===== src/pkg/rrsx_pkg.sv =====
package rrsx_pkg;

   localparam int          INSTR_W      = 14;
   localparam int          DATA_W       = 8;
   localparam int          FADDR_W      = 7;
   localparam int          REG_ADDR_W   = 2;

   // Decode patterns as mask and match pairs over the 14-bit word.
   localparam logic [13:0] RET_MASK     = 14'h3FFF;
   localparam logic [13:0] RET_MATCH    = 14'h0008;
   localparam logic [13:0] RRF_MASK     = 14'h3F00;
   localparam logic [13:0] RRF_MATCH    = 14'h0C00;
   localparam logic [13:0] SUB_MASK     = 14'h3E00;
   localparam logic [13:0] SUB_MATCH    = 14'h3C00;
   localparam int          DEST_BIT     = 7;
   localparam int          MSB_BIT      = 7;
   localparam int          NIB_HI       = 3;

   // Register map of the software port.
   localparam logic [1:0]  REG_ACC      = 2'h0;
   localparam logic [1:0]  REG_STATUS   = 2'h1;
   localparam logic [1:0]  REG_PC       = 2'h2;
   localparam logic [7:0]  ACC_RESET    = 8'h00;
   localparam int          FLAG_W       = 3;

   typedef struct packed {
      logic null_result;
      logic half_carry;
      logic borrow_inverse;
   } rrsx_flags_t;

   localparam rrsx_flags_t FLAGS_RESET  = '{1'b0, 1'b0, 1'b0};

   typedef struct packed {
      logic                 we;
      logic [FADDR_W-1:0]   addr;
      logic [DATA_W-1:0]    data;
   } rrsx_fwrite_t;

   typedef enum logic [0:0] {
      ST_EXEC,
      ST_FLUSH
   } rrsx_state_t;

endpackage


===== src/design/rrsx_core.sv =====
// What this block does
// - A return word pops the stack and loads the popped top into the program counter, leaving the flags alone.
// - A return takes two cycles, and the word offered in the second cycle is discarded.
// - A rotate-right word shifts the operand right through carry, old carry into bit 7 and bit 0 into carry.
// - The rotate destination bit sends the result to the accumulator when 0 or back to the file register when 1.
// - A literal-subtract word writes the literal minus the accumulator into the accumulator, ignoring bit 8.
// - The literal-subtract sets the borrow-inverse flag when the result is zero or positive and clears it otherwise.
//
// The register addresses and the address-and-strobe port were decided locally.
`timescale 1ns/1ps
`default_nettype none
module rrsx_core
   import rrsx_pkg::*;
#(
   parameter int PC_W = 13
) (
   input  wire logic                  clock_i,
   input  wire logic                  reset_i,
   input  wire logic                  instr_valid_i,
   input  wire logic [INSTR_W-1:0]    instr_i,
   input  wire logic [DATA_W-1:0]     file_rdata_i,
   input  wire logic [PC_W-1:0]       stack_top_i,
   input  wire logic [REG_ADDR_W-1:0] reg_addr_i,
   input  wire logic [DATA_W-1:0]     reg_wdata_i,
   input  wire logic                  reg_write_i,
   input  wire logic                  reg_read_i,
   output var  logic [DATA_W-1:0]     reg_rdata_o,
   output var  logic                  stack_pop_o,
   output var  logic                  pc_load_o,
   output var  logic [PC_W-1:0]       program_counter_o,
   output var  logic                  flush_o,
   output var  rrsx_fwrite_t          file_write_o,
   output var  logic [DATA_W-1:0]     acc_o,
   output var  rrsx_flags_t           flags_o
);

   initial begin
      // The PC read-back returns the low byte, so PC_W must cover it.
      if (PC_W < DATA_W || PC_W > DATA_W * 2) begin
         $error("rrsx_core: PC_W out of range");
      end
      if (FLAG_W > DATA_W) begin
         $error("rrsx_core: flags do not fit the data width");
      end
      if (FADDR_W > DEST_BIT) begin
         $error("rrsx_core: file address overlaps the destination bit");
      end
      if (NIB_HI >= DATA_W) begin
         $error("rrsx_core: half-carry boundary outside the data word");
      end
      if (MSB_BIT != DATA_W - 1) begin
         $error("rrsx_core: rotate entry bit is not the top bit");
      end
   end

   // Read decode of the software port; unmapped addresses return zero.
   function automatic logic [DATA_W-1:0] read_mux(
      input logic [REG_ADDR_W-1:0] a,
      input logic [DATA_W-1:0]     acc,
      input rrsx_flags_t           fl,
      input logic [PC_W-1:0]       pc
   );
      case (a)
         REG_ACC:    read_mux = acc;
         REG_STATUS: read_mux = DATA_W'(fl);
         REG_PC:     read_mux = pc[DATA_W-1:0];
         default:    read_mux = '0;
      endcase
   endfunction

   function automatic logic op_match(input logic [INSTR_W-1:0] w,
                                     input logic [INSTR_W-1:0] mask,
                                     input logic [INSTR_W-1:0] match);
      op_match = (w & mask) == match;
   endfunction

   rrsx_state_t          state_q, state_d;
   logic [DATA_W-1:0]    acc_q, acc_d;
   rrsx_flags_t          flags_q, flags_d;
   logic [PC_W-1:0]      pc_q, pc_d;
   logic                 pop_q, pop_d;
   logic                 load_q, load_d;
   logic                 flush_q, flush_d;
   rrsx_fwrite_t         fw_q, fw_d;
   logic [DATA_W-1:0]    rdata_q, rdata_d;

   logic                 live;
   logic                 is_ret;
   logic                 is_rrf;
   logic                 is_sub;
   logic [DATA_W-1:0]    lit;
   logic [DATA_W-1:0]    rot;
   logic [DATA_W-1:0]    diff;

   always_comb begin
      live    = instr_valid_i && (state_q == ST_EXEC);
      is_ret  = live && op_match(instr_i, RET_MASK, RET_MATCH);
      is_rrf  = live && op_match(instr_i, RRF_MASK, RRF_MATCH);
      is_sub  = live && op_match(instr_i, SUB_MASK, SUB_MATCH);
      lit     = instr_i[DATA_W-1:0];
      rot     = {flags_q.borrow_inverse,
                 file_rdata_i[DATA_W-1:1]};
      diff    = lit - acc_q;

      state_d = state_q;
      acc_d   = acc_q;
      flags_d = flags_q;
      pc_d    = pc_q;
      pop_d   = 1'b0;
      load_d  = 1'b0;
      flush_d = 1'b0;
      fw_d    = '{1'b0, fw_q.addr, fw_q.data};

      // Software writes lose to an instruction in the same cycle only in the register fields that the instruction itself writes.
      if (reg_write_i) begin
         case (reg_addr_i)
            REG_ACC:    acc_d   = reg_wdata_i;
            REG_STATUS: flags_d = rrsx_flags_t'(reg_wdata_i[FLAG_W-1:0]);
            default:    acc_d   = acc_q;
         endcase
      end

      case (state_q)
         ST_EXEC: begin
            if (is_ret) begin
               pc_d    = stack_top_i;
               pop_d   = 1'b1;
               load_d  = 1'b1;
               flush_d = 1'b1;
               state_d = ST_FLUSH;
            end else if (is_rrf) begin
               flags_d.borrow_inverse = file_rdata_i[0];
               if (instr_i[DEST_BIT]) begin
                  fw_d = '{1'b1, instr_i[FADDR_W-1:0], rot};
               end else begin
                  acc_d = rot;
               end
            end else if (is_sub) begin
               acc_d                  = diff;
               flags_d.borrow_inverse = lit >= acc_q;
               flags_d.half_carry     =
                  lit[NIB_HI:0] >= acc_q[NIB_HI:0];
               flags_d.null_result    = diff == '0;
            end
         end
         ST_FLUSH: begin
            state_d = ST_EXEC;
         end
         default: begin
            state_d = ST_EXEC;
         end
      endcase
   end

   // Read data stand for exactly the cycle after the read strobe.
   always_comb begin
      rdata_d = '0;
      if (reg_read_i) begin
         rdata_d = read_mux(reg_addr_i, acc_q, flags_q, pc_q);
      end
   end

   always_ff @(posedge clock_i or posedge reset_i) begin
      if (reset_i) begin
         rdata_q <= '0;
      end else begin
         rdata_q <= rdata_d;
      end
   end

   always_ff @(posedge clock_i or posedge reset_i) begin
      if (reset_i) begin
         state_q <= ST_EXEC;
         acc_q   <= ACC_RESET;
         flags_q <= FLAGS_RESET;
         pc_q    <= '0;
         pop_q   <= 1'b0;
         load_q  <= 1'b0;
         flush_q <= 1'b0;
         fw_q    <= '0;
      end else begin
         state_q <= state_d;
         acc_q   <= acc_d;
         flags_q <= flags_d;
         pc_q    <= pc_d;
         pop_q   <= pop_d;
         load_q  <= load_d;
         flush_q <= flush_d;
         fw_q    <= fw_d;
      end
   end

   // Every output is a plain copy of its register.
   always_comb begin
      reg_rdata_o       = rdata_q;
      stack_pop_o       = pop_q;
      pc_load_o         = load_q;
      program_counter_o = pc_q;
      flush_o           = flush_q;
      file_write_o      = fw_q;
      acc_o             = acc_q;
      flags_o           = flags_q;
   end

endmodule
`default_nettype wire


===== config.mk =====
export PLATFORM = sky130hd
export DESIGN_NAME = rrsx_core
export DESIGN_NICKNAME = d
export VERILOG_FILES = /design/src/pkg/rrsx_pkg.sv /design/src/design/rrsx_core.sv
export SDC_FILE = /design/constraint.sdc
export NUM_CORES = 1
export LEC_CHECK = 0
export ABC_AREA = 1
export ABC_CLOCK_PERIOD_IN_PS = 3190
export BUFFER_PORTS_ARGS = -buffer_cell sky130_fd_sc_hd__buf_4
export CELL_PAD_IN_SITES_DETAIL_PLACEMENT = 0
export CELL_PAD_IN_SITES_GLOBAL_PLACEMENT = 2
export CORE_ASPECT_RATIO = 2
export CORE_UTILIZATION = 29
export DETAILED_ROUTE_END_ITERATION = 10
export GPL_TIMING_DRIVEN = 0
export PLACE_DENSITY = 0.87
export SYNTH_ARGS = -nofsm -noshare
export SYNTH_HDL_FRONTEND = slang
export SYNTH_SLANG_ARGS = --single-unit

===== constraint.sdc =====
create_clock -name clock_i -period 3.19 [get_ports clock_i]
set_input_delay 0.319 -clock clock_i [delete_from_list [all_inputs] [get_ports clock_i]]
set_output_delay 0.319 -clock clock_i [all_outputs]
set_load 0.02 [all_outputs]

==> metrics.cfg, run 1 <==
[outcome]
status = completed

[power_and_ir_drop]
vdd_ir_drop_max_mv = 0.280
p_per_area_nw_per_um2 = 472
p_leak_nw = 2.15

[die]
rows = 50
die_y_um = 140
initial_core_util_pct = 29.7
die_w_um = 70.9
die_area_um2 = 9900
io-pin-count = 101
core_um2 = 9260

[worst_hold_path]
min_path_type = in -> reg

[detailed_routing]
dr_wl_met2_um = 4760
wl_met1_um = 2890
dr.pass1.iters = 6
wl_met3_um = 378
drtIter0Drc = 102
drt_wl_total_um = 8230
drcViolationCount = 0
top_layer = met4
ant_nets = 0
vias_per_cell = 4.59
wl_per_cell_um = 14.6
vias = 2585

[clock_tree]
root_buffer = clkbuf_16
cts_tree = yes
cts_resized = 0
htree_levels = 2
cts.reportedPaths.clkPinSlew_ns = 0.07
postCtsSetupBuffers = 0
clk-insertion-delay-late_ns = 0.29
clock_sinks = 49
cts_buffers = 5
clock_path_buffers = 2
ctsHoldBuffers = 1

[critical_path]
cp_cell_sequence = ha_1 -> inv_1 -> fa_1 -> nand3_1 -> nand3_1 -> o21ai_0 -> a21oi_1 -> o21ai_0 -> nand2_1
setup.worst_path.end_class = flop
crit_path_max_fanout = 4
path_class = reg -> reg
cp_top_family = adder cells
slowest_stage = dfrtp_1
start_kind = flop
worstPathRequired_ns = 3.37
cp.arrival_ns = 2.17
cpPeakStageDelay_ns = 0.45
cp_num_buf_inv = 1

[timing]
setup_viol = 0
fmax_ghz = 0.500
fin_setup_tns_ns = 0
min_period_over_period_pct = 62.6
slew_viol_final = 0
slew-limit-headroom_pct = 76.8
tightestPinTransition_ns = 0.347
fin_ws_ns = 1.19
hold_viol_final = 0
rsz0062_at_grt = no
period_needed_ns = 2.00
skew_ns = 0.00844

[grt]
grt_usage_pct = 17.7
grt_overflow = 0
grt_pass1_wl_um = 13200
grt_pass1_vias = 2627
antenna_found_initial = 0
grt_max_degree = 41

[synthesis]
avgSynthCellArea_um2 = 7.88
synthCells = 349
ys_top_cells_by_count = 137 x nand2_1, 49 x dfrtp_1, 48 x inv_1, 19 x nand3_1, 13 x a21oi_1
yosysSeqAreaShare_pct = 44.6
syn-num-nets = 408
post-synth-top-count-cell = nand2_1
ys_warn_count = 0
ys_types = 31
synth_edf_count = 0
synth_top_area_share_pct = 44.6
synth_area_um2 = 2750
synth_flop_cell = dfrtp_1
synth_area_leader_cell = dfrtp_1
synthArstFlopShare_pct = 100
ys_top_cells_by_area = dfrtp_1 45%, nand2_1 19%, inv_1 6.5%
ys_seq_elements = 49

[finish]
drive_above_1_share_pct = 32.7
area_delta_synth_final_pct = 38.3
layout.cells.non_filler = 563
antenna_cells = 0
num-nets-final = 517

[run]
maxCapViolations = 0

[place]
io_buffers = 100
pre_cts_slack_ns = 1.13
dp_hpwl_um = 6840
dpl.cell_count = 554
place.gp.congestion = 0.887

[per-layer routing]
metal	GRT usage, %	vias up
met1	17.8	1177
li1	-	1318
met4	6.84	0
met3	3.40	11
met2	34.4	79
met5	0	-
[final timing paths]
| check | slack [ns] | endpoint | cells after the start | startpoint |
|---|---|---|---|---|
| max in group asynchronous | 2.19 | flags_o[0] | 4 | reset_i |
| min in group asynchronous | 0.51 | reg_rdata_o[3] | 3 | reset_i |
| hold reg to reg | 0.48 | file_write_o[4] | 2 | file_write_o[4] |
| hold / removal | 0.21 | program_counter_o[4] | 3 | stack_top_i[4] |
| setup / recovery | 1.19 | flags_o[0] | 9 | acc_o[0] |
| setup reg to reg | 1.19 | flags_o[0] | 9 | acc_o[0] |
[metrics by stage]
step / hold slack [ns] / area, um^2 / power (mW) / utilization (%)
5_1_grt: 0.218 / 3810 / 1.91 / 41.1
6_report: 0.212 / 3810 / 1.80 / 41.1
3_3_place_gp: 0.463 / 3630 / 1.27 / 39.2
2_1_floorplan: 0.423 / 2750 / 1.05 / -
4_1_cts: 0.210 / 3810 / 1.82 / 41.1
3_5_place_dp: 0.262 / 3650 / 1.28 / 39.4
[sequential cells by signal, summed over array words and instances (netlist names)]
signal and flops:
program_counter_o 13, file_write_o 16, flush_o 1, acc_o 8, flags_o 3, reg_rdata_o 8
[cell families (layout without fill, tap and decap cells)]
kind of cell | after synthesis | in the layout | share of synthesized area, %
AOI/OAI and AO/OA | 38 | 38 | 9.41
buffers and inverters | 59 | 169 | 9.41
and+or+nand+nor | 191 | 191 | 31.1
DFF | 49 | 49 | 44.6
xor gates and xnor gates | 1 | 1 | 0.318
muxes | 2 | 2 | 0.818
adders and majority gates | 9 | 9 | 4.37
[layout make-up]
type,count,area [um^2]
fillers,986,5450
plain buffers,7,61.3
flip-flops and latches,49,1230
well taps,104,130
repair buffers,102,781
clock inverters,2,15.0
inverters,52,198
clock buffers,6,129
multi-input cells,241,1270
[placed cells by master, fill, tap and decap left out, drive strengths merged]
cell / count
dlygate4sd3: 1
fa: 1
o211ai: 7
inv: 52
nand4: 4
dfrtp: 49
clkinvlp: 2
a21oi: 13
o21ai: 13
mux2: 2
a31oi: 2
nand3: 19
nor2: 16
nand2: 144
ha: 8
buf: 108
clkbuf: 6
o221ai: 3
or2: 1
nand3b: 1
nor4: 1
nor3: 5
xor2: 1
[worst reg2reg max path, cell delays in order, from the launching register on]
cell and delay [ns]:
dfrtp_1 0.45, ha_1 0.18, inv_1 0.07, fa_1 0.43, nand3_1 0.13, nand3_1 0.11, o21ai_0 0.20, a21oi_1 0.09
o21ai_0 0.15, nand2_1 0.06
[report_power, final]
group,internal [mW],switching (mW)
Sequential,0.671,0.0485
Clock,0.291,0.241
Combinational,0.225,0.319
Power figures use the tool's default switching activity.
==> run 2, diff against run 1 <==
ABC_CLOCK_PERIOD_IN_PS = 1850   (was 3190)
CORE_UTILIZATION = 27   (was 29)
PLACE_DENSITY = 0.82   (was 0.87)
clock period = 1.85 ns   (was 3.19 ns; I/O delays follow)
==> metrics.cfg, run 2 (synthesized netlist as in run 1, its figures left out) <==
[die]
core_um2 = 9830  ; +6.1%
die_y_um = 145  ; +3.6%
io-pin-count = 101  ; unchanged
initial_core_util_pct = 28.0  ; -1.7 points
die_w_um = 73.4  ; +3.5%
rows = 51  ; +2.0%
die_area_um2 = 10600  ; +7.2%

[finish]
utilization_pct = 40.1  ; -0.98 points
largest_register_ffs = 16  ; unchanged
drive_above_1_share_pct = 36.3  ; +3.6 points
final_common_cell = nand2_1
fillCellCount = 1082  ; +9.7%
antenna_cells = 0  ; unchanged
layout_common_cells = 136 x nand2_1, 107 x buf_4, 47 x dfrtp_1
area_delta_synth_final_pct = 43.3
layout.cells.non_filler = 595  ; +5.7%
num-nets-final = 521  ; +0.77%
fin_area_um2 = 3940  ; +3.6%

[place]
dp_hpwl_um = 7230  ; +5.7%
io_buffers = 100  ; unchanged
place.gp.congestion = 0.844  ; -4.8%
post_dp_cell_area_um2 = 3690  ; +0.96%
dpl.cell_count = 582  ; +5.1%

[clock_tree]
clock_path_buffers = 2  ; unchanged
cts_buffers = 5  ; unchanged
clock_sinks = 49  ; unchanged
cts_tree = yes
htree_levels = 2  ; unchanged
clk-insertion-delay-late_ns = 0.29  ; about the same
root_buffer = clkbuf_16
cts.reportedPaths.clkPinSlew_ns = 0.07  ; about the same

[worst_hold_path]
min_path_type = in -> reg
timing.hold.worst_path_depth = 3  ; unchanged

[critical_path]
crit_path_max_fanout = 5  ; +1
start_kind = flop
cp.arrival_ns = 1.96  ; -0.21 ns
worstPathRequired_ns = 2.06  ; -1.31 ns
path_class = reg -> reg
setup.worst_path.end_class = flop
rr_worst_depth = 10  ; +1

[timing]
setup_viol = 0  ; unchanged
fmax_ghz = 0.573  ; +14%
skew_ns = 0.00776  ; -0.000679 ns
period_needed_ns = 1.75  ; -0.252 ns
slew-limit-headroom_pct = 63.3  ; -14 points
min_period_over_period_pct = 94.4  ; +32 points
hold_viol_final = 0  ; unchanged
slew_viol_final = 0  ; unchanged
tightestPinTransition_ns = 0.550  ; +0.203 ns

[power_and_ir_drop]
p_leak_nw = 2.18  ; +1.7%
power_frac_seq_pct = 37.2  ; -2.9 points
total_power_mw = 3.33  ; +85%
p_per_area_nw_per_um2 = 844  ; +79%
p_sw_mw = 1.09  ; +79%
p_comb_share_pct = 31.0  ; +0.7 points
pwr-share-clk_pct = 31.9  ; +2.3 points
vdd_ir_drop_max_mv = 0.499  ; +78%
p_int_mw = 2.24  ; +89%
sw_frac_of_total_pct = 32.7  ; -1.2 points

[detailed_routing]
wl_per_cell_um = 14.5  ; -1.2%
drcViolationCount = 0  ; unchanged
drtIter0Drc = 92  ; -9.8%
dr.pass1.iters = 4  ; -2
drt_wl_total_um = 8600  ; +4.5%
vias_per_cell = 4.39  ; -4.4%
vias = 2613  ; +1.1%
ant_nets = 0  ; unchanged

[run]
maxCapViolations = 0  ; unchanged

[outcome]
status = completed

[grt]
grt_pass1_vias = 2637  ; +0.38%
grt_overflow = 0  ; unchanged
grt_pass1_wl_um = 13300  ; +0.58%
grt_usage_pct = 17.1  ; -0.61 points
antenna_found_initial = 0  ; unchanged
grt_max_degree = 26  ; -37%

run 2: changes by cell type in the layout (fill, tap and decap cells not counted), sizes merged:
cell / delta
clkbuf: -1
clkinv: +1
clkinvlp: -2
buf: +4
inv: +1
bufinv: +1
run 2: final cells by class:
cell class	count	area (um^2)	share of cell area [%]
Multi-Input combinational cell	241	1310	33.2
Sequential cell	49	1230	31.2
Timing Repair Buffer	106	811	20.6
Inverter	52	198	5.01
Tap cell	132	165	4.19
Clock buffer	5	125	3.17
Buffer	7	61.3	1.55
Clock inverter	3	43.8	1.11
run 2: metal layers:
metal	vias to the layer above	global-route usage (%)	wire length [um]
met1	1200	16.3	2920
met4	0	5.77	161
met2	76	34.1	5100
met5	-	0	0
met3	13	4.16	425
li1	1324	-	-
run 2: what timing repair did:
action / 4_1_cts / 5_1_grt
hold buffers: 1 / 0
endpoints found under the setup margin: 3 / 3
setup buffers: 1 / 3
resized for setup: 6 / 11
endpoints found under the hold margin: 24 / 0
run 2: power by group through the flow:
stage	clock network [mW]	registers, mW	logic [mW]
6_report	1.06	1.24	1.03
5_1_grt	1.13	1.24	1.14
4_1_cts	1.09	1.24	0.981
3_5_place_dp	0	1.26	0.954
3_3_place_gp	0	1.27	0.941
2_1_floorplan	0	1.34	0.461
run 2: worst paths after layout:
check / startpoint / endpoint / slack (ns)
hold reg to reg: file_write_o[9] / file_write_o[9] / 0.48
setup / recovery: acc_o[4] / flags_o[2] / 0.10
min in group asynchronous: reset_i / acc_o[6] / 0.51
max in group asynchronous: reset_i / acc_o[0] / 0.81
setup reg to reg: acc_o[4] / flags_o[2] / 0.10
hold / removal: stack_top_i[12] / program_counter_o[12] / 0.08
run 2: per-stage QoR:
step,TNS [ns],hold slack (ns),worst slack (ns)
after floorplan,0,0.289,0.0118
after global placement,-11.10,0.378,-0.225
after detailed placement,-0.220,0.281,-0.172
after CTS,-0.00550,0.0772,-0.00550
after global routing,-0.00259,0.0831,-0.00259
final,0,0.0824,0.104
run 2: worst max-delay path: stages, from the launching register on:
cell and delay (ns):
dfrtp_1 0.41, inv_1 0.11, ha_1 0.39, nand2_1 0.10, inv_1 0.07, nand3_1 0.09, nand3_1 0.08, nand2_1 0.05
nand3_1 0.16, nand2_1 0.10, nor3_2 0.11
